**config.mk**
```make
export PLATFORM = sky130hd
export DESIGN_NAME = ctp_tx_prio_stamp
export DESIGN_NICKNAME = d
export VERILOG_FILES = /design/src/hdl/ctp_pkg.sv /design/src/hdl/ctp_stamp_counter.sv /design/src/hdl/ctp_prio_arbiter.sv /design/src/hdl/ctp_tx_prio_stamp.sv
export VERILOG_INCLUDE_DIRS = /design/src /design/src/hdl
export SDC_FILE = /design/constraint.sdc
export NUM_CORES = 1
export LEC_CHECK = 0
export ABC_AREA = 1
export ABC_CLOCK_PERIOD_IN_PS = 7900
export BUFFER_PORTS_ARGS = -buffer_cell sky130_fd_sc_hd__buf_2
export CAP_MARGIN = 20
export CORE_UTILIZATION = 38
export DETAILED_ROUTE_END_ITERATION = 10
export PLACE_DENSITY = 0.53
export SLEW_MARGIN = 5
export SYNTH_ARGS = -nofsm -noshare
export SYNTH_HDL_FRONTEND = slang
export SYNTH_SLANG_ARGS = --single-unit
```
**constraint.sdc**
```tcl
create_clock -name sys_clk_i -period 7.9 [get_ports sys_clk_i]
set_input_delay 1.58 -clock sys_clk_i [delete_from_list [all_inputs] [get_ports sys_clk_i]]
set_output_delay 1.58 -clock sys_clk_i [all_outputs]
set_load 0.01 [all_outputs]
```
**src/hdl/ctp_consts.svh**
```systemverilog
// Purpose: Offsets, field positions, reset values for the priority/stamp block
// Assumes: APB byte addresses, one 32-bit word per register
// Notes: Definitions only
`ifndef CTP_CONSTS_SVH
`define CTP_CONSTS_SVH

// ****************************************************************
// Register byte offsets
// ****************************************************************
`define CTP_OFF_CTRL 8'h00
`define CTP_OFF_TX_FLAG 8'h04
`define CTP_OFF_TX_SEL 8'h08
`define CTP_OFF_TX_PRIO 8'h0c
`define CTP_OFF_TX_STAMP_HI 8'h10
`define CTP_OFF_TX_STAMP_LO 8'h14
`define CTP_OFF_RX_STAMP_HI 8'h18
`define CTP_OFF_RX_STAMP_LO 8'h1c
`define CTP_OFF_RX_FLAG 8'h20
`define CTP_OFF_IRQ_STAT 8'h24
`define CTP_OFF_IRQ_MASK 8'h28

// ****************************************************************
// Fields and reset values
// ****************************************************************
`define CTP_CTRL_STAMP_EN 0
`define CTP_CTRL_INIT 1
`define CTP_CTRL_RST 2'h2
`define CTP_EV_TX_DONE 0
`define CTP_EV_RX_FULL 1
`define CTP_EV_RST 2'h0
`define CTP_PRIO_RST 8'h00
`define CTP_STAMP_RST 16'h0000

`endif

```
**src/hdl/ctp_pkg.sv**
```systemverilog
// Purpose: Types shared by the priority/stamp block
// Assumes: Nothing beyond the constants header
// Notes: Register selector used by the APB decode
package ctp_pkg;

    typedef logic [7:0] ctp_prio_t;
    typedef logic [15:0] ctp_stamp_t;

    typedef enum {
        CTP_REG_CTRL,
        CTP_REG_TX_FLAG,
        CTP_REG_TX_SEL,
        CTP_REG_TX_PRIO,
        CTP_REG_TX_STAMP_HI,
        CTP_REG_TX_STAMP_LO,
        CTP_REG_RX_STAMP_HI,
        CTP_REG_RX_STAMP_LO,
        CTP_REG_RX_FLAG,
        CTP_REG_IRQ_STAT,
        CTP_REG_IRQ_MASK,
        CTP_REG_NONE
    } ctp_reg_t;

endpackage

```
**src/hdl/ctp_stamp_counter.sv**
```systemverilog
// Purpose: Free-running 16-bit stamp timer on the bit clock
// Assumes: tick_i is a one-cycle strobe per bit time, same clock
// Notes: Wraps silently; held at zero while clear_i is high
`timescale 1ns/100ps
`default_nettype none
`include "ctp_consts.svh"
module ctp_stamp_counter
    import ctp_pkg::*;
(
    input wire logic sys_clk_i,
    input wire logic rst_n_i,
    input wire logic tick_i,
    input wire logic clear_i,
    output logic [15:0] count_o
);
    logic [15:0] next_count;

    always_comb
    begin
        next_count = count_o;
        if (clear_i)
        begin
            next_count = `CTP_STAMP_RST;
        end
        else if (tick_i)
        begin
            // No overrun flag exists on purpose
            next_count = count_o + 16'h0001;
        end
    end

    always_ff @(posedge sys_clk_i or negedge rst_n_i)
    begin
        if (!rst_n_i)
        begin
            count_o <= `CTP_STAMP_RST;
        end
        else
        begin
            count_o <= next_count;
        end
    end
endmodule
`default_nettype wire

```
**src/hdl/ctp_prio_arbiter.sv**
```systemverilog
// Purpose: Pick the pending transmit buffer with the lowest priority value
// Assumes: Priorities packed 8 bits per buffer, buffer 0 lowest bits
// Notes: Purely combinational; the caller registers the result
`timescale 1ns/100ps
`default_nettype none
module ctp_prio_arbiter
    import ctp_pkg::*;
#(
    parameter int BUFS = 3,
    parameter int IDX_W = 2
)
(
    input wire logic [BUFS-1:0] request_i,
    input wire logic [BUFS*8-1:0] prio_i,
    output logic win_valid_o,
    output logic [IDX_W-1:0] win_idx_o
);
    ctp_prio_t best;

    always_comb
    begin
        win_valid_o = 1'b0;
        win_idx_o = '0;
        best = 8'hff;
        for (int i = 0; i < BUFS; i++)
        begin
            // Strictly less: an equal value never displaces a lower index
            if (request_i[i] && (!win_valid_o || prio_i[i*8 +: 8] < best))
            begin
                win_valid_o = 1'b1;
                win_idx_o = IDX_W'(i);
                best = prio_i[i*8 +: 8];
            end
        end
    end
endmodule
`default_nettype wire

```
**src/hdl/ctp_tx_prio_stamp.sv**
```systemverilog
// Purpose: Transmit buffer priority choice and message time stamping
// Assumes: APB slave; frame events come from the protocol engine, same clock
// Notes: No wait state on any APB access; gated accesses give pslverr
//
// Chosen here: the address map and the APB register port.
`timescale 1ns/100ps
`default_nettype none
`include "ctp_consts.svh"

// Summary of operation
// Among equal lowest priorities the lower-numbered buffer is sent first.
// A priority register is reachable only while its buffer is empty and selected.
// With stamping enabled the timer is stored in the active buffer after each valid end of frame.
// Software reads a transmit stamp only once that buffer is flagged empty again.
// The stamp timer runs freely, advancing on each bit-clock tick.
// The stamp timer wraps with no overrun indication.
// The stamp timer is held at zero during initialization mode.
// Stamp registers are read-only and writes to them are ignored.
// Receive stamps read while the receive-full flag is set; transmit stamps only when empty and selected.
// The stamp is shown as a high byte (bits 15..8) and a low byte (bits 7..0).
module ctp_tx_prio_stamp
    import ctp_pkg::*;
#(
    parameter int TX_BUFS = 3,
    parameter int IDX_W = 2
)
(
    input wire logic sys_clk_i,
    input wire logic arst_n_i,
    input wire logic psel_i,
    input wire logic penable_i,
    input wire logic pwrite_i,
    input wire logic [7:0] paddr_i,
    input wire logic [31:0] pwdata_i,
    input wire logic bit_tick_i,
    input wire logic tx_start_i,
    input wire logic eof_valid_i,
    input wire logic eof_is_tx_i,
    output logic [31:0] prdata_o,
    output logic pready_o,
    output logic pslverr_o,
    output logic irq_o,
    output logic tx_request_o,
    output logic [IDX_W-1:0] tx_active_o
);

    // ****************************************************************
    // Reset release
    // ****************************************************************
    logic rst_meta;
    logic rst_n;

    always_ff @(posedge sys_clk_i or negedge arst_n_i)
    begin
        if (!arst_n_i)
        begin
            rst_meta <= 1'b0;
            rst_n <= 1'b0;
        end
        else
        begin
            rst_meta <= 1'b1;
            rst_n <= rst_meta;
        end
    end

    // ****************************************************************
    // State
    // ****************************************************************
    logic [1:0] ctrl;
    logic [1:0] next_ctrl;
    logic [TX_BUFS-1:0] tx_empty;
    logic [TX_BUFS-1:0] next_tx_empty;
    logic [TX_BUFS-1:0] tx_sel;
    logic [TX_BUFS-1:0] next_tx_sel;
    ctp_prio_t prio [TX_BUFS];
    ctp_prio_t next_prio [TX_BUFS];
    ctp_stamp_t tx_stamp [TX_BUFS];
    ctp_stamp_t next_tx_stamp [TX_BUFS];
    ctp_stamp_t rx_stamp;
    ctp_stamp_t next_rx_stamp;
    logic rx_full;
    logic next_rx_full;
    logic [1:0] ev_stat;
    logic [1:0] next_ev_stat;
    logic [1:0] ev_mask;
    logic [1:0] next_ev_mask;
    logic busy;
    logic next_busy;
    logic [IDX_W-1:0] next_tx_active;
    logic next_tx_request;
    logic [31:0] next_prdata;
    logic next_pready;
    logic next_pslverr;
    logic next_irq;

    logic [15:0] timer;
    logic win_valid;
    logic [IDX_W-1:0] win_idx;
    logic [TX_BUFS*8-1:0] prio_flat;
    logic sel_valid;
    logic [IDX_W-1:0] sel_idx;
    ctp_reg_t reg_sel;
    logic setup;
    logic wr_take;

    // ****************************************************************
    // Stamp timer and buffer choice
    // ****************************************************************
    ctp_stamp_counter u_timer (
        .sys_clk_i(sys_clk_i),
        .rst_n_i(rst_n),
        .tick_i(bit_tick_i),
        .clear_i(ctrl[`CTP_CTRL_INIT]),
        .count_o(timer)
    );

    always_comb
    begin
        for (int i = 0; i < TX_BUFS; i++)
        begin
            prio_flat[i*8 +: 8] = prio[i];
        end
    end

    ctp_prio_arbiter #(
        .BUFS(TX_BUFS),
        .IDX_W(IDX_W)
    ) u_arb (
        .request_i(~tx_empty),
        .prio_i(prio_flat),
        .win_valid_o(win_valid),
        .win_idx_o(win_idx)
    );

    // Selected buffer: lowest select bit whose buffer is empty
    always_comb
    begin
        sel_valid = 1'b0;
        sel_idx = '0;
        for (int i = TX_BUFS - 1; i >= 0; i--)
        begin
            if (tx_sel[i] && tx_empty[i])
            begin
                sel_valid = 1'b1;
                sel_idx = IDX_W'(i);
            end
        end
    end

    // ****************************************************************
    // APB decode
    // ****************************************************************
    always_comb
    begin
        case (paddr_i)
            `CTP_OFF_CTRL: reg_sel = CTP_REG_CTRL;
            `CTP_OFF_TX_FLAG: reg_sel = CTP_REG_TX_FLAG;
            `CTP_OFF_TX_SEL: reg_sel = CTP_REG_TX_SEL;
            `CTP_OFF_TX_PRIO: reg_sel = CTP_REG_TX_PRIO;
            `CTP_OFF_TX_STAMP_HI: reg_sel = CTP_REG_TX_STAMP_HI;
            `CTP_OFF_TX_STAMP_LO: reg_sel = CTP_REG_TX_STAMP_LO;
            `CTP_OFF_RX_STAMP_HI: reg_sel = CTP_REG_RX_STAMP_HI;
            `CTP_OFF_RX_STAMP_LO: reg_sel = CTP_REG_RX_STAMP_LO;
            `CTP_OFF_RX_FLAG: reg_sel = CTP_REG_RX_FLAG;
            `CTP_OFF_IRQ_STAT: reg_sel = CTP_REG_IRQ_STAT;
            `CTP_OFF_IRQ_MASK: reg_sel = CTP_REG_IRQ_MASK;
            default: reg_sel = CTP_REG_NONE;
        endcase
    end

    assign setup = psel_i & ~penable_i;
    // Error was decided in setup, so a refused write never lands
    assign wr_take = psel_i & penable_i & pready_o & pwrite_i & ~pslverr_o;

    // ****************************************************************
    // Next-state logic
    // ****************************************************************
    always_comb
    begin
        next_ctrl = ctrl;
        next_tx_empty = tx_empty;
        next_tx_sel = tx_sel;
        next_prio = prio;
        next_tx_stamp = tx_stamp;
        next_rx_stamp = rx_stamp;
        next_rx_full = rx_full;
        next_ev_stat = ev_stat;
        next_ev_mask = ev_mask;
        next_busy = busy;
        next_tx_active = tx_active_o;
        next_pready = setup;
        next_prdata = 32'h0;
        next_pslverr = 1'b0;

        // Read data and refusal are fixed in the setup cycle
        if (setup)
        begin
            case (reg_sel)
                CTP_REG_CTRL: next_prdata = {30'h0, ctrl};
                CTP_REG_TX_FLAG: next_prdata = 32'(tx_empty);
                CTP_REG_TX_SEL:
                begin
                    if (sel_valid)
                    begin
                        next_prdata = 32'h1 << sel_idx;
                    end
                end
                CTP_REG_TX_PRIO:
                begin
                    if (sel_valid)
                    begin
                        next_prdata = {24'h0, prio[sel_idx]};
                    end
                    else
                    begin
                        next_pslverr = 1'b1;
                    end
                end
                CTP_REG_TX_STAMP_HI, CTP_REG_TX_STAMP_LO:
                begin
                    if (!pwrite_i && !sel_valid)
                    begin
                        next_pslverr = 1'b1;
                    end
                    else if (!pwrite_i && reg_sel == CTP_REG_TX_STAMP_HI)
                    begin
                        next_prdata = {24'h0, tx_stamp[sel_idx][15:8]};
                    end
                    else if (!pwrite_i)
                    begin
                        next_prdata = {24'h0, tx_stamp[sel_idx][7:0]};
                    end
                end
                CTP_REG_RX_STAMP_HI, CTP_REG_RX_STAMP_LO:
                begin
                    if (!pwrite_i && !rx_full)
                    begin
                        next_pslverr = 1'b1;
                    end
                    else if (!pwrite_i && reg_sel == CTP_REG_RX_STAMP_HI)
                    begin
                        next_prdata = {24'h0, rx_stamp[15:8]};
                    end
                    else if (!pwrite_i)
                    begin
                        next_prdata = {24'h0, rx_stamp[7:0]};
                    end
                end
                CTP_REG_RX_FLAG: next_prdata = {31'h0, rx_full};
                CTP_REG_IRQ_STAT: next_prdata = {30'h0, ev_stat};
                CTP_REG_IRQ_MASK: next_prdata = {30'h0, ev_mask};
                default: next_pslverr = 1'b1;
            endcase
        end

        // Software writes come first so that hardware sets override clears
        if (wr_take)
        begin
            case (reg_sel)
                CTP_REG_CTRL: next_ctrl = pwdata_i[1:0];
                CTP_REG_TX_FLAG: next_tx_empty = tx_empty & ~pwdata_i[TX_BUFS-1:0];
                CTP_REG_TX_SEL: next_tx_sel = pwdata_i[TX_BUFS-1:0];
                CTP_REG_TX_PRIO: next_prio[sel_idx] = pwdata_i[7:0];
                CTP_REG_RX_FLAG: next_rx_full = rx_full & ~pwdata_i[0];
                CTP_REG_IRQ_STAT: next_ev_stat = ev_stat & ~pwdata_i[1:0];
                CTP_REG_IRQ_MASK: next_ev_mask = pwdata_i[1:0];
                default: next_ctrl = next_ctrl;
            endcase
        end

        // Winner is frozen for the whole frame
        if (tx_start_i && win_valid && !busy && !ctrl[`CTP_CTRL_INIT])
        begin
            next_busy = 1'b1;
            next_tx_active = win_idx;
        end

        if (eof_valid_i && eof_is_tx_i && busy)
        begin
            if (ctrl[`CTP_CTRL_STAMP_EN])
            begin
                next_tx_stamp[tx_active_o] = timer;
            end
            next_tx_empty[tx_active_o] = 1'b1;
            next_busy = 1'b0;
            next_ev_stat[`CTP_EV_TX_DONE] = 1'b1;
        end

        if (eof_valid_i && !eof_is_tx_i)
        begin
            if (ctrl[`CTP_CTRL_STAMP_EN])
            begin
                next_rx_stamp = timer;
            end
            next_rx_full = 1'b1;
            next_ev_stat[`CTP_EV_RX_FULL] = 1'b1;
        end

        // Request uses the buffers as they stand now, with busy and init as they will stand next cycle
        next_tx_request = win_valid & ~next_busy & ~next_ctrl[`CTP_CTRL_INIT];
        next_irq = |(next_ev_stat & next_ev_mask);
    end

    // ****************************************************************
    // Registers
    // ****************************************************************
    always_ff @(posedge sys_clk_i or negedge rst_n)
    begin
        if (!rst_n)
        begin
            ctrl <= `CTP_CTRL_RST;
            tx_empty <= '1;
            tx_sel <= '0;
            for (int i = 0; i < TX_BUFS; i++)
            begin
                prio[i] <= `CTP_PRIO_RST;
                tx_stamp[i] <= `CTP_STAMP_RST;
            end
            rx_stamp <= `CTP_STAMP_RST;
            rx_full <= 1'b0;
            ev_stat <= `CTP_EV_RST;
            ev_mask <= `CTP_EV_RST;
            busy <= 1'b0;
            tx_active_o <= '0;
            tx_request_o <= 1'b0;
            prdata_o <= 32'h0;
            pready_o <= 1'b0;
            pslverr_o <= 1'b0;
            irq_o <= 1'b0;
        end
        else
        begin
            ctrl <= next_ctrl;
            tx_empty <= next_tx_empty;
            tx_sel <= next_tx_sel;
            prio <= next_prio;
            tx_stamp <= next_tx_stamp;
            rx_stamp <= next_rx_stamp;
            rx_full <= next_rx_full;
            ev_stat <= next_ev_stat;
            ev_mask <= next_ev_mask;
            busy <= next_busy;
            tx_active_o <= next_tx_active;
            tx_request_o <= next_tx_request;
            prdata_o <= next_prdata;
            pready_o <= next_pready;
            pslverr_o <= next_pslverr;
            irq_o <= next_irq;
        end
    end

endmodule
`default_nettype wire

```
# Word-level counts from Yosys, hierarchy flattened
# Index checks and enable logic that the tools add are counted.
op_classes:
  eq_ne: 22
  n_reduce_logical: 43
  n_addsub: 1
  shifts: 1
  mux: 61
  order_cmp: 8
  bitwise_logic: 22
ops:
  columns: ["cell", "count"]
  rows:
  - ["$pmux W32 S9", 1]
  - ["$eq A32 B4 Y1 const B", 5]
  - ["$eq A32 B3 Y1 const B", 4]
  - ["$mux W8", 12]
  - ["$mux W16", 5]
  - ["$eq A32 B2 Y1 const B", 2]
  - ["$mux W32", 2]
  - ["$bwmux W48", 1]
  - ["$pmux W4 S11", 1]
  - ["$bmux W16 S2", 1]
  - ["$demux W16 S2", 1]
  - ["$eq A32 B1 Y1 const B", 1]
  - ["$eq A8 B5 Y1 const B", 4]
  - ["$logic_not A32 Y1", 1]
  - ["$shl A1 B2 Y32 const A", 1]
  - ["$bwmux W24", 1]
  - ["$eq A8 B6 Y1 const B", 3]
  - ["$mux W2", 10]
  - ["$mux W1", 19]
  - ["$logic_and A1 B1 Y1", 18]
  - ["$add A16 B1 Y16 const B", 1]
  - ["$bmux W8 S2", 1]
  - ["$demux W8 S2", 1]
  - ["$eq A8 B4 Y1 const B", 2]
  - ["24 further kinds", 60]
totals:
  out_inout_bits: 38
  inputBits: 49
  reg_bits: 158
  word_cells: 182

# Longest topological paths before layout
# Gate-level depths: netlist of the first run.
logic_depth:
  word_depth: 18
  mapped_depth: 24

# By module
# From an unflattened synthesis of the first run, not the netlist that was laid out.
unflattened:
  hier_cells: 946
  hier_area_um2: 7302.0
modules_own_cells:
  columns: ["module", "cells_per_inst", "area_per_inst_um2", "n_inst"]
  rows:
  - ["ctp_tx_prio_stamp", 730, 5881.9, 1]
  - ["ctp_stamp_counter", 129, 923.4, 1]
  - ["ctp_prio_arbiter", 87, 496.7, 1]

# Worst setup path before layout of the first run
# Ideal clock, no wire load.
synth_path:
  kind: "register -> register"
  startpoint: "register tx_empty[0]"
  endpoint: "register tx_active_o[0]"
  n_path_buf: 2
  setup_time_ns: 0.116
  path_slack_ns: 4.895
  path_stages_with_launch: 20
  t_arrival_ns: 2.889
  t_required_ns: 7.784
  path_cell_list: "dfstp_2 -> clkbuf_1 -> nor2_1 -> ha_1 -> nand2_1 -> o21a_1 -> nand2_1 -> nand2_1 -> nand2_1 -> clkbuf_1 -> o21ai_0 -> ha_1 -> a21oi_1 -> nor2_1 -> a211oi_1 -> nand2_1 -> nand2_1 -> nand2_1 -> nand2_1 -> nand2_1"
synth_between:
  elab_chain_cells: 13
  elab_cells_between_ends: 19
synth_rtl:
  columns: ["item", "line", "source"]
  rows:
  - ["from (decl)", "ctp_tx_prio_stamp.sv:72", "logic [TX_BUFS-1:0] tx_empty;"]
  - ["from (signal assigned)", "ctp_tx_prio_stamp.sv:335", "tx_empty <= next_tx_empty;"]
  - ["$not A3 Y3 *", "ctp_tx_prio_stamp.sv:130", ".request_i(~tx_empty),"]
  - ["$mux W8 or $mux W1 (tied branches)", "ctp_prio_arbiter.sv:28", "if (request_i[i] && (!win_valid_o || prio_i[i*8 +: 8] < best))"]
  - ["$lt A8 B8 Y1 or $logic_not A1 Y1 (tied branches)", "ctp_prio_arbiter.sv:28", null]
  - ["$logic_or A1 B1 Y1", "ctp_prio_arbiter.sv:28", null]
  - ["$logic_and A1 B1 Y1", "ctp_prio_arbiter.sv:28", null]
  - ["$mux W8 or $mux W1 (tied branches)", "ctp_prio_arbiter.sv:28", null]
  - ["$lt A8 B8 Y1 or $logic_not A1 Y1 (tied branches)", "ctp_prio_arbiter.sv:28", null]
  - ["$logic_or A1 B1 Y1", "ctp_prio_arbiter.sv:28", null]
  - ["$logic_and A1 B1 Y1", "ctp_prio_arbiter.sv:28", null]
  - ["$mux W1", "ctp_prio_arbiter.sv:28", null]
  - ["$logic_and A1 B1 Y1 (3 in series)", "ctp_tx_prio_stamp.sv:273", "if (tx_start_i && win_valid && !busy && !ctrl[`CTP_CTRL_INIT])"]
  - ["to (signal assigned)", "ctp_tx_prio_stamp.sv:344", "tx_active_o <= next_tx_active;"]
  - ["to (decl)", "ctp_tx_prio_stamp.sv:44", "output logic [IDX_W-1:0] tx_active_o"]
# Mark *: on every way between the ends. The rest lies on a longest branch, timed or not.
# A chain may end at the register's enable or synchronous reset.

# Worst setup path in the final report of the first run
layout_path:
  startpoint: "input port paddr_i[1]"
  endpoint: "register prdata_o[1]"
layout_between:
  elab_chain_cells: 8
  elab_cells_between_ends: 35
layout_rtl:
  columns: ["item", "line", "source"]
  rows:
  - ["from (decl)", "ctp_tx_prio_stamp.sv:33", "input wire logic [7:0] paddr_i,"]
  - ["$eq A8 B6 Y1, or another cell as far along", "ctp_tx_prio_stamp.sv:156", "case (paddr_i)"]
  - ["$pmux W4 S11 *", "ctp_tx_prio_stamp.sv:156", null]
  - ["$eq A32 B4 Y1 (on tied branches)", "ctp_tx_prio_stamp.sv:241, ctp_tx_prio_stamp.sv:226", null]
  - ["$logic_and A1 B1 Y1 (on tied branches)", "ctp_tx_prio_stamp.sv:241, ctp_tx_prio_stamp.sv:226", null]
  - ["$mux W8 (on tied branches)", "ctp_tx_prio_stamp.sv:241, ctp_tx_prio_stamp.sv:226", null]
  - ["$mux W8 (on tied branches)", "ctp_tx_prio_stamp.sv:237, ctp_tx_prio_stamp.sv:222", null]
  - ["$pmux W32 S9 *", "ctp_tx_prio_stamp.sv:199", "case (reg_sel)"]
  - ["$mux W32 *", "ctp_tx_prio_stamp.sv:197", "if (setup)"]
  - ["net next_prdata[1]", "ctp_tx_prio_stamp.sv:92", "logic [31:0] next_prdata;"]
  - ["to (signal assigned)", "ctp_tx_prio_stamp.sv:346", "prdata_o <= next_prdata;"]
  - ["to (decl)", "ctp_tx_prio_stamp.sv:39", "output logic [31:0] prdata_o,"]
# The timed path passes the listed nets; every way through them passes the cells marked *.

==> reports/metrics.cfg, run 1 <==
[run_status]
status=complete, no violations

[synth]
ys_types=43
synth_most_common_cell=nand2_1
synthFlopType=dfrtp_1
synth_commonest_cells=214 x nand2_1, 144 x o21ai_0, 130 x dfrtp_1
synth_warnings=0
synth_top_area_share=0.4774
synth_seq_cells=134
synth_area_sq_um=6814
seq_area_frac_synth=0.4928
async_reset_ff_frac=1.000
synth_area_leaders=dfrtp_1 48%, nand2_1 12%, o21ai_0 11%, nor2_1 4.1%, inv_1 3.7%
avgSynthCellArea_sq_um=8.054
synth_top_cell_by_area=dfrtp_1
netlist_instances=846
synth_edf_count=0

[cells_and_area]
final_util=0.4455
area_growth_syn_to_layout_pct=13.88
drive_above_1_share=0.1309
regArea_sq_um=3362
final_nets=946
multi_input_area_sq_um=2945
diodes=0
fill_cells=1763

[worst_hold_path]
hold_class=flop to async pin

[critical_path]
worst-path-stages=11
r2r_end=tx_active_o[0]
path_cells=buf_2 -> nor2_4 -> inv_2 -> nor3_4 -> inv_2 -> nor2_4 -> inv_2 -> nor2_2 -> o311ai_0 -> a2111oi_0 -> nor2_1
rr_worst_depth=17
cp-start-kind=input port
rrSetupSlack_ns=4.55
crit_required_ns=8.19
worstSetupPathType=input port to flop
path_delay_family=simple AND/OR/NAND/NOR gates
worstPathBufferInverterCount=4
arrival_ns=3.72
cp_common_cell=inv_2
critPathLaunch=paddr_i[1]
reg2reg_from=tx_empty[0]
crit_path_max_incr_delay_ns=0.40
crit_fanout=14
cp_slowest_cell=a2111oi_0
cp-endpoint=prdata_o[1]
crit_path_end_kind=flop

[clocking]
clk_latency_ns=0.42
cts_tree=yes
cts_root_buf=clkbuf_16
cts_resized=0
postCtsSetupBuffers=0
ctsLongestPathBuffers=2
cts_buffers=17
cts_htree_levels=4
hold_buffers=0
clock-sinks=134
clkTransAtPathRegs_ns=0.06

[power]
p_leak_nw=3.655
p_per_area_nw_per_um2=227.3
clkPwrFrac=0.469
switching_share=0.2670
power.switching_mw=0.4710
power_frac_comb=0.108
vdd_drop_max_v=0.0001374
p_int_mw=1.293
p_seq_frac=0.423

[detailed_routing]
drc=0
routed_wl_mm=18.32
ant_nets=0
num_vias=5669
wire_per_inst_um=16.37
drtIter0Drc=415
firstDrtPassIters=5
viasPerCell=5.066

[global_routing]
grtUsageTotal=0.2110
grt_pass1_vias=5182
antenna_found_initial=0
grt_overflow=0
grt_pass1_wl_mm=29.02
grt_max_degree=50

[timing]
fmax_ghz=0.2909
hold_viol=0
fin_crit_ns=3.438
skew_ns=0.009298
fin_crit_sh=0.4352
setup_violations=0
maxSlewHeadroom=0.3658
tns_ns=0
grt_setup_unrepaired=no
maxSlewViolCount=0
worstMarginPinSlew_ns=0.9491

[run]
drv_cap=0

[floorplan]
rows=48
start_util=0.3912
die_h_um=135.9
die_w_um=135.9
io-pin-count=87
die-area_sq_um=18470
core-area_sq_um=17420

[place]
place_congestion=0.8496
post-dp-hpwl_mm=12.58
port_buffers=38

## worst min-delay path by stage
stage / start / to / slack, ns / depth (start not counted)
after global routing: rst_meta / rst_n / 0.36 / 0
final: rst_n / prio[15] / 0.32 / 0
after detailed placement: rst_meta / rst_n / 0.34 / 0
after global placement: rst_meta / rst_n / 0.33 / 0
after CTS: rst_n / prio[21] / 0.35 / 0
after floorplan: rst_meta / rst_n / 0.33 / 0
## power groups by stage
stage / Sequential [mW] / Combinational, mW / Clock [mW]
detailed placement: 0.758 / 0.191 / 0
global placement: 0.758 / 0.190 / 0
global route: 0.750 / 0.219 / 0.873
finish: 0.745 / 0.191 / 0.828
floorplan: 0.758 / 0.137 / 0
CTS: 0.746 / 0.193 / 0.842
## stage by stage
stage	instance area (sq um)	worst slack (ns)	hold WS, ns	power [mW]	std cells
2_1_floorplan	6900	3.897	0.3312	0.8949	869
3_3_place_gp	7129	4.096	0.3323	0.9477	1087
3_5_place_dp	7144	4.058	0.3365	0.9495	1088
4_1_cts	7760	4.505	0.3504	1.781	1119
5_1_grt	7760	4.254	0.3634	1.843	1119
6_report	7760	4.462	0.3178	1.764	1119
## registers in the layout, summed over array words and instances (netlist names)
signal and count:
busy 1, ctrl 2, ev_mask 2, ev_stat 2
irq_o 1, prdata_o 8, pready_o 1, prio 24
pslverr_o 1, rst_meta 1, rst_n 1, rx_full 1
rx_stamp 16, tx_active_o 2, tx_empty 3, tx_request_o 1
tx_sel 3, tx_stamp 48, u_timer.count_o 16
## cells by family after synthesis
kind of cell,Yosys count,share of synthesized area
simple gates,351,0.2169
compound gates,211,0.1711
flops,134,0.4928
buf+inv,131,0.08759
fa+ha+maj,15,0.02754
mux,2,0.002938
other cells,2,0.001102
## placed cells by master, fill, tap and decap left out, types with 8 or more instances in the layout
cell type  count
a21oi_1       31
nand3_1       33
dfrtp_1      129
clkbuf_16     17
nor2_1        74
nand2_1      214
nor2_2         8
conb_1        25
inv_1         68
o21ai_0      144
inv_2         10
buf_2         38
ha_1          15
## metal layers
metal,vias to the layer above,share of wire,GRT usage
met4,0,0.017,0.06420
met3,21,0.039,0.04549
met2,140,0.45,0.3231
met1,2686,0.49,0.2970
met5,-,0,0
li1,2822,-,-
## layout make-up
cell class	instances	share of cell area
multi-input cells	604	0.3796
repair buffers	46	0.03322
flip-flops and latches	134	0.4332
clock buffers	20	0.06014
well taps	225	0.03628
clock inverters	11	0.01919
inverters	79	0.03837
Power figures use the tool's default switching activity.
==> run 2, diff against run 1 <==
--- a/config.mk
+++ b/config.mk
@@ -6,13 +6,13 @@
 export SDC_FILE = /design/constraint.sdc
 export NUM_CORES = 1
 export LEC_CHECK = 0
-export ABC_AREA = 1
-export ABC_CLOCK_PERIOD_IN_PS = 7900
+export ABC_AREA = 0
+export ABC_CLOCK_PERIOD_IN_PS = 2810
 export BUFFER_PORTS_ARGS = -buffer_cell sky130_fd_sc_hd__buf_2
 export CAP_MARGIN = 20
 export CORE_UTILIZATION = 38
 export DETAILED_ROUTE_END_ITERATION = 10
-export PLACE_DENSITY = 0.53
+export PLACE_DENSITY = 0.55
 export SLEW_MARGIN = 5
 export SYNTH_ARGS = -nofsm -noshare
 export SYNTH_HDL_FRONTEND = slang
==> constraint.sdc (replaced) <==
create_clock -name sys_clk_i -period 2.81 [get_ports sys_clk_i]
set_input_delay 0.562 -clock sys_clk_i [delete_from_list [all_inputs] [get_ports sys_clk_i]]
set_output_delay 0.562 -clock sys_clk_i [all_outputs]
set_load 0.01 [all_outputs]
==> run 2 against run 1 <==
The flow now finishes with violations (setup timing). Cell count decreased by 14%. Sequential power increased to 3.0 times the previous value. Synthesized cell count decreased by 24%. First-iteration DRC count decreased by 18%. Cell area increased by 7.5%. Sequential cell count unchanged. Wire length decreased by 6.0%. Largest cell class is now multi-input combinational cells. Register-to-register slack got worse by 5.3 ns. Area after synthesis increased by 2.5%. Non-clock buffer count increased by 43. Core utilization increased by 1.9 points.
==> reports/metrics.cfg, run 2 <==
[critical_path]
crit_path_max_incr_delay_ns=0.56  ; was 0.40 ns
worstPathBufferInverterCount=1  ; was 4
crit_path_end_kind=flop  ; unchanged
cp_slowest_cell=dfstp_2  ; was a2111oi_0
crit_required_ns=3.11  ; was 8.19 ns
worstSetupPathType=flop to flop  ; was input port to flop
cp-start-kind=flop  ; was input port
crit_fanout=5  ; was 14
path_delay_family=compound AO/OA/AOI/OAI gates  ; was simple AND/OR/NAND/NOR gates
arrival_ns=3.85  ; was 3.72 ns
cp_common_cell=a21oi_2  ; was inv_2
path_cells=buf_12 -> nor2_2 -> ha_1 -> o211a_1 -> o31a_1 -> o211ai_1 -> a21oi_2 -> nor2_4 -> mux2_4 -> ha_4 -> a21o_1 -> a21oi_2 -> nor2_1 -> a2111oi_4 -> o21ai_1 -> o32a_1  ; was buf_2 -> nor2_4 -> inv_2 -> nor3_4 -> inv_2 -> nor2_4 -> inv_2 -> nor2_2 -> o311ai_0 -> a2111oi_0 -> nor2_1

[synth]
synthSimpleGateAreaFrac=0.1491  ; was 0.2169
synth_area_sq_um=6982  ; was 6814 sq um
synth_top_cell_by_area=dfrtp_1  ; unchanged
synth_commonest_cells=130 x dfrtp_1, 96 x mux2_2, 83 x nand2_1  ; was 214 x nand2_1, 144 x o21ai_0, 130 x dfrtp_1
synth_seq_cells=134  ; unchanged
synth_top_area_share=0.4659  ; was 0.4774
synth_most_common_cell=dfrtp_1  ; was nand2_1
synth_area_leaders=dfrtp_1 47%, mux2_2 15%, nand2_1 4.5%, buf_4 2.8%, ha_1 2.7%  ; was dfrtp_1 48%, nand2_1 12%, o21ai_0 11%, nor2_1 4.1%, inv_1 3.7%
synthFlopType=dfrtp_1  ; unchanged
ys_types=61  ; was 43
synth_warnings=0  ; unchanged
synth_compound_area_frac=0.09588  ; was 0.1711
async_reset_ff_frac=1.000  ; unchanged
netlist_instances=647  ; was 846
synth_top_family_by_area=multiplexers  ; was simple AND/OR/NAND/NOR gates
avgSynthCellArea_sq_um=10.79  ; was 8.054 sq um
synth_fa_ha_area_frac=0.02688  ; was 0.02754
yosys.area_share.xor_xnor=0.01505  ; was 0
synth_edf_count=0  ; unchanged
muxShareOfSynthArea=0.1771  ; was 0.002938
seq_area_frac_synth=0.4810  ; was 0.4928

[clocking]
cts_buffers=17  ; unchanged
clk_latency_ns=0.43  ; was 0.42 ns
cts_tree=yes  ; unchanged
cts_htree_levels=4  ; unchanged
clkTransAtPathRegs_ns=0.06  ; about the same
cts_root_buf=clkbuf_16  ; unchanged
clock-sinks=134  ; unchanged
ctsLongestPathBuffers=2  ; unchanged

[global_routing]
antenna_found_initial=0  ; unchanged
grtUsageTotal=0.1982  ; was 0.2110
grt_max_degree=52  ; was 50
grt_pass1_vias=5189  ; was 5,182
grt_pass1_wl_mm=27.86  ; was 29.02 mm
grt_overflow=0  ; unchanged

[timing]
worstMarginPinSlew_ns=0.7702  ; was 0.9491 ns
fin_crit_ns=3.543
maxSlewHeadroom=0.4853  ; was 0.3658
maxSlewViolCount=0  ; unchanged
grt_setup_unrepaired=yes  ; was no
hold_ws_ns=0.2093  ; was 0.3178 ns
finalWorstSetupSlack_ns=-0.7332  ; was 4.462 ns
setup_violations=2  ; was 0
fin_crit_sh=1.261
skew_ns=0.01172  ; was 0.009298 ns
fmax_ghz=0.2822
hold_viol=0  ; unchanged

[place]
pre_cts_slack_ns=-0.7338  ; was 4.058 ns
port_buffers=38  ; unchanged
place_congestion=0.8297  ; was 0.8496
post-dp-hpwl_mm=12.24  ; was 12.58 mm

[detailed_routing]
ant_nets=0  ; unchanged
drc=0  ; unchanged
drtIter0Drc=341  ; was 415
firstDrtPassIters=6  ; was 5
routed_wl_mm=17.22  ; was 18.32 mm
num_vias=5158  ; was 5,669
viasPerCell=5.373  ; was 5.066
wire_per_inst_um=17.93  ; was 16.37 um

[run_status]
violations=setup timing
status=complete, but fails checks  ; was complete, no violations

[floorplan]
die_h_um=137.5  ; was 135.9 um
start_util=0.3887  ; was 0.3912
die_w_um=137.5  ; was 135.9 um
rows=49  ; was 48
die-area_sq_um=18920  ; was 18,470 sq um
core-area_sq_um=17960  ; was 17,420 sq um
io-pin-count=87  ; unchanged

[cells_and_area]
reg.largest.list=tx_stamp (48), prio (24)  ; unchanged
diodes=0  ; unchanged
area_growth_syn_to_layout_pct=19.52  ; was 13.88%
final_common_cell=dfrtp_1  ; was nand2_1
largest_reg_flops=48  ; unchanged
drive_above_1_share=0.3434  ; was 0.1309
final_cell_mix=129 x dfrtp_1, 94 x mux2_2, 83 x nand2_1  ; was 214 x nand2_1, 144 x o21ai_0, 129 x dfrtp_1
regMostFlops=tx_stamp  ; unchanged
final_nets=782  ; was 946

[run]
drv_cap=0  ; unchanged

[power]
p_leak_nw=4.051  ; was 3.655 nW
p_per_area_nw_per_um2=638.4  ; was 227.3 nW/um^2
vdd_drop_max_v=0.0005951  ; was 0.0001374 V
p_total_mw=5.327  ; was 1.764 mW

[worst_hold_path]
hold_class=flop to async pin  ; unchanged

## run 2: worst paths after layout
check                            endpoint  slack (ns)  depth (start not counted)         from
min in group sys_clk_i           pready_o        0.33                          2    penable_i
setup reg to reg           tx_active_o[0]       -0.73                         16  tx_empty[0]
setup / recovery           tx_active_o[0]       -0.73                         16  tx_empty[0]
hold reg to reg               rx_stamp[9]        0.21                          0        rst_n
max in group asynchronous     tx_empty[0]        1.77                          1        rst_n
hold / removal                rx_stamp[9]        0.21                          0        rst_n
## run 2: worst register-to-register path, cell delays in order (launching register included)
cell and delay (ns):
dfstp_2 0.56, buf_12 0.11, nor2_2 0.04, ha_1 0.26, o211a_1 0.21, o31a_1 0.11, o211ai_1 0.25, a21oi_2 0.13
nor2_4 0.14, mux2_4 0.33, ha_4 0.22, a21o_1 0.16, a21oi_2 0.12, nor2_1 0.08, a2111oi_4 0.23, o21ai_1 0.11
o32a_1 0.36
## run 2: cell type report
type | count | area (sq um)
Clock buffer | 17 | 425.4
Clock inverter | 15 | 191.4
Fill cell | 1671 | 9619
Inverter | 9 | 33.78
Multi-Input combinational cell | 467 | 3441
Sequential cell | 134 | 3362
Tap cell | 229 | 286.5
Timing Repair Buffer | 89 | 604.3
## run 2: logic make-up after synthesis
group,Yosys count
xor gates and xnor gates,12
DFF,134
and+or+nand+nor,208
adders and majority gates,15
buffers and inverters,69
AOI/OAI and AO/OA,98
muxes,109
other,2
## run 2: per-stage QoR
stage          std cells  TNS [ns]    util  instance area [sq um]
2_1_floorplan        670    -1.129       -                   7124
3_3_place_gp         923    -1.257  0.4233                   7605
3_5_place_dp         923    -1.394  0.4233                   7605
4_1_cts              959    -1.343  0.4615                   8290
5_1_grt              960    -1.590  0.4645                   8344
6_report             960    -1.302  0.4645                   8344
## run 2: where the power goes
| part | switching [mW] | total, mW | internal [mW] |
|---|---|---|---|
| Clock | 0.930 | 2.35 | 1.42 |
| Sequential | 0.223 | 2.26 | 2.04 |
| Combinational | 0.368 | 0.716 | 0.348 |
| Total | 1.52 | 5.33 | 3.81 |
## run 2: layer usage
layer / global-route usage / routed length [um] / up-vias
met5: 0 / 0 / -
met4: 0.07814 / 422 / 0
met3: 0.04599 / 623 / 30
met2: 0.3258 / 8345 / 114
met1: 0.2510 / 7825 / 2598
li1: - / - / 2416
## run 2: what timing repair did
item | CTS | global route
hold endpoints to repair | 2 | 0
resized for setup | 8 | 10
pin swaps | 5 | 7
setup buffers | 3 | 1
endpoints found under the setup margin | 2 | 2
hold buffers | 1 | 0
==> run 3, diff against run 2 <==
--- a/config.mk
+++ b/config.mk
@@ -7,12 +7,12 @@
 export NUM_CORES = 1
 export LEC_CHECK = 0
 export ABC_AREA = 0
-export ABC_CLOCK_PERIOD_IN_PS = 2810
+export ABC_CLOCK_PERIOD_IN_PS = 4000
 export BUFFER_PORTS_ARGS = -buffer_cell sky130_fd_sc_hd__buf_2
 export CAP_MARGIN = 20
 export CORE_UTILIZATION = 38
 export DETAILED_ROUTE_END_ITERATION = 10
-export PLACE_DENSITY = 0.55
+export PLACE_DENSITY = 0.53
 export SLEW_MARGIN = 5
 export SYNTH_ARGS = -nofsm -noshare
 export SYNTH_HDL_FRONTEND = slang
==> constraint.sdc (replaced) <==
create_clock -name sys_clk_i -period 4 [get_ports sys_clk_i]
set_input_delay 0.8 -clock sys_clk_i [delete_from_list [all_inputs] [get_ports sys_clk_i]]
set_output_delay 0.8 -clock sys_clk_i [all_outputs]
set_load 0.01 [all_outputs]
==> run 3 against run 2 <==
The run now ends clean. Total power shrank 34%. Sequential power shrank 29%. Combinational power decreased by 46%. Hold slack worse by 0.054 ns. First-iteration DRC count grew 25%. Die area is the same. Non-clock buffer count decreased by 38. Largest cell class is now sequential cells.
==> reports/metrics.cfg, run 3 (synthesized netlist as in run 2, its figures left out) <==
[worst_hold_path]
hold_class=input port to async pin  ; was flop to async pin

[power]
switching_share=0.2735  ; was 0.2854
clkPwrFrac=0.432  ; was 0.441
p_seq_frac=0.457  ; was 0.425
p_leak_nw=3.817  ; was 4.051 nW
p_total_mw=3.500  ; was 5.327 mW
power_frac_comb=0.111  ; was 0.134
p_int_mw=2.543  ; was 3.807 mW
vdd_drop_max_v=0.0002287  ; was 0.0005951 V
power.switching_mw=0.9572  ; was 1.520 mW
p_per_area_nw_per_um2=443.0  ; was 638.4 nW/um^2

[timing]
grt_setup_unrepaired=no  ; was yes
setup_violations=0  ; was 2
hold_viol=0  ; unchanged
maxSlewViolCount=0  ; unchanged
maxSlewHeadroom=0.2933  ; was 0.4853
skew_ns=0.005870  ; was 0.01172 ns
worstMarginPinSlew_ns=1.057  ; was 0.7702 ns
fmax_ghz=0.2670  ; was 0.2822 GHz
fin_crit_sh=0.9362  ; was 1.261
finalWorstSetupSlack_ns=0.2552  ; was -0.7332 ns
fin_crit_ns=3.745  ; was 3.543 ns

[cells_and_area]
final_util=0.4399  ; was 0.4645
largest_reg_flops=48  ; unchanged
fin_cells=922  ; was 960
reg.largest.list=tx_stamp (48), prio (24)  ; unchanged
final_common_cell=dfrtp_1  ; unchanged
final_cell_mix=129 x dfrtp_1, 96 x mux2_2, 83 x nand2_1  ; was 129 x dfrtp_1, 94 x mux2_2, 83 x nand2_1
fill_cells=1674  ; was 1,671
drive_above_1_share=0.2944  ; was 0.3434
diodes=0  ; unchanged
regMostFlops=tx_stamp  ; unchanged
final_nets=744  ; was 782
area_growth_syn_to_layout_pct=13.17  ; was 19.52%

[run]
drv_cap=0  ; unchanged

[clocking]
hold_buffers=0  ; was 1
clock-sinks=134  ; unchanged
clkTransAtPathRegs_ns=0.06  ; about the same
ctsLongestPathBuffers=2  ; unchanged
cts_buffers=17  ; unchanged
cts_htree_levels=4  ; unchanged
cts_tree=yes  ; unchanged
clk_latency_ns=0.42  ; was 0.43 ns
cts_root_buf=clkbuf_16  ; unchanged

[floorplan]
die_h_um=137.5  ; unchanged
io-pin-count=87  ; unchanged
rows=49  ; unchanged
die_w_um=137.5  ; unchanged
core-area_sq_um=17960  ; unchanged
start_util=0.3887  ; unchanged
die-area_sq_um=18920  ; unchanged

[detailed_routing]
drtIter0Drc=427  ; was 341
drc=0  ; unchanged
num_vias=5018  ; was 5,158
ant_nets=0  ; unchanged
routed_wl_mm=16.56  ; was 17.22 mm
firstDrtPassIters=5  ; was 6
wire_per_inst_um=17.96  ; was 17.93 um
viasPerCell=5.443  ; was 5.373

[global_routing]
antenna_found_initial=0  ; unchanged
grtUsageTotal=0.1895  ; was 0.1982
grt_pass1_vias=4949  ; was 5,189
grt_pass1_wl_mm=26.79  ; was 27.86 mm
grt_overflow=0  ; unchanged
grt_max_degree=68  ; was 52

[critical_path]
arrival_ns=4.04  ; was 3.85 ns
worstSetupPathType=flop to flop  ; unchanged
crit_path_end_kind=flop  ; unchanged
crit_fanout=7  ; was 5
cp-start-kind=flop  ; unchanged
crit_required_ns=4.30  ; was 3.11 ns

[place]
port_buffers=38  ; unchanged
post-dp-hpwl_mm=11.63  ; was 12.24 mm
pre_cts_slack_ns=-0.04659  ; was -0.7338 ns
place_congestion=0.8043  ; was 0.8297
dp_cells=889  ; was 923

[run_status]
status=complete, no violations  ; was complete, but fails checks

[run 3: worst max-delay path: stages (launching register included)]
cell and delay, ns:
dfstp_2 0.61, buf_4 0.15, nor2_1 0.05, ha_1 0.31, o211a_1 0.13, o31a_1 0.10, o211ai_1 0.24, a21oi_2 0.10
nor2_2 0.17, mux2_2 0.35, ha_1 0.28, a21o_1 0.18, a21oi_2 0.15, nor2_1 0.06, a2111oi_2 0.21, buf_4 0.17
o21ai_0 0.07, o32a_1 0.28
[run 3: power by group through the flow]
stage,registers (mW),logic [mW],clock network (mW)
global route,1.62,0.445,1.60
global placement,1.62,0.371,0
detailed placement,1.62,0.381,0
floorplan,1.53,0.353,0
CTS,1.60,0.386,1.55
finish,1.60,0.389,1.51
[run 3: through the flow]
step	hold WS, ns	cell area, sq um	setup TNS [ns]
6_report	0.1553	7901	0
5_1_grt	0.1412	7901	0
4_1_cts	0.1379	7879	0
3_5_place_dp	0.3364	7296	-0.04659
3_3_place_gp	0.3392	7296	-0.03652
2_1_floorplan	0.3311	7071	0
[run 3: layout make-up]
type	instances	area (sq um)	share of cell area
sequential	134	3362	0.4255
clock buffer	19	442.9	0.05606
timing repair buffer	51	287.8	0.03642
clock inverter	13	132.6	0.01679
inverter	9	33.78	0.004276
multi-input combinational	467	3356	0.4247
tap	229	286.5	0.03626
[run 3: worst paths after layout]
check                            startpoint             end  slack (ns)  cells past startpoint
worst max-delay path            tx_empty[0]  tx_active_o[0]        0.26                     17
max in group asynchronous             rst_n     rx_stamp[5]        2.56                      1
min in group sys_clk_i             rst_meta           rst_n        0.35                      0
worst min register to register     rst_meta           rst_n        0.35                      0
worst min-delay path               arst_n_i           rst_n        0.16                      1
worst max register to register  tx_empty[0]  tx_active_o[0]        0.26                     17
[run 3: what timing repair did]
item,in CTS,in global routing
resized for setup,2,4
pin swaps,0,4
endpoints found under the setup margin,1,2
setup buffers,0,1
[run 3: routing by layer]
| metal | vias up | wire [um] | GRT usage |
|---|---|---|---|
| li1 | 2338 | - | - |
| met1 | 2560 | 7744 | 0.2521 |
| met2 | 108 | 8055 | 0.3102 |
| met3 | 12 | 597 | 0.03679 |
| met4 | 0 | 164 | 0.05861 |
| met5 | - | 0 | 0 |
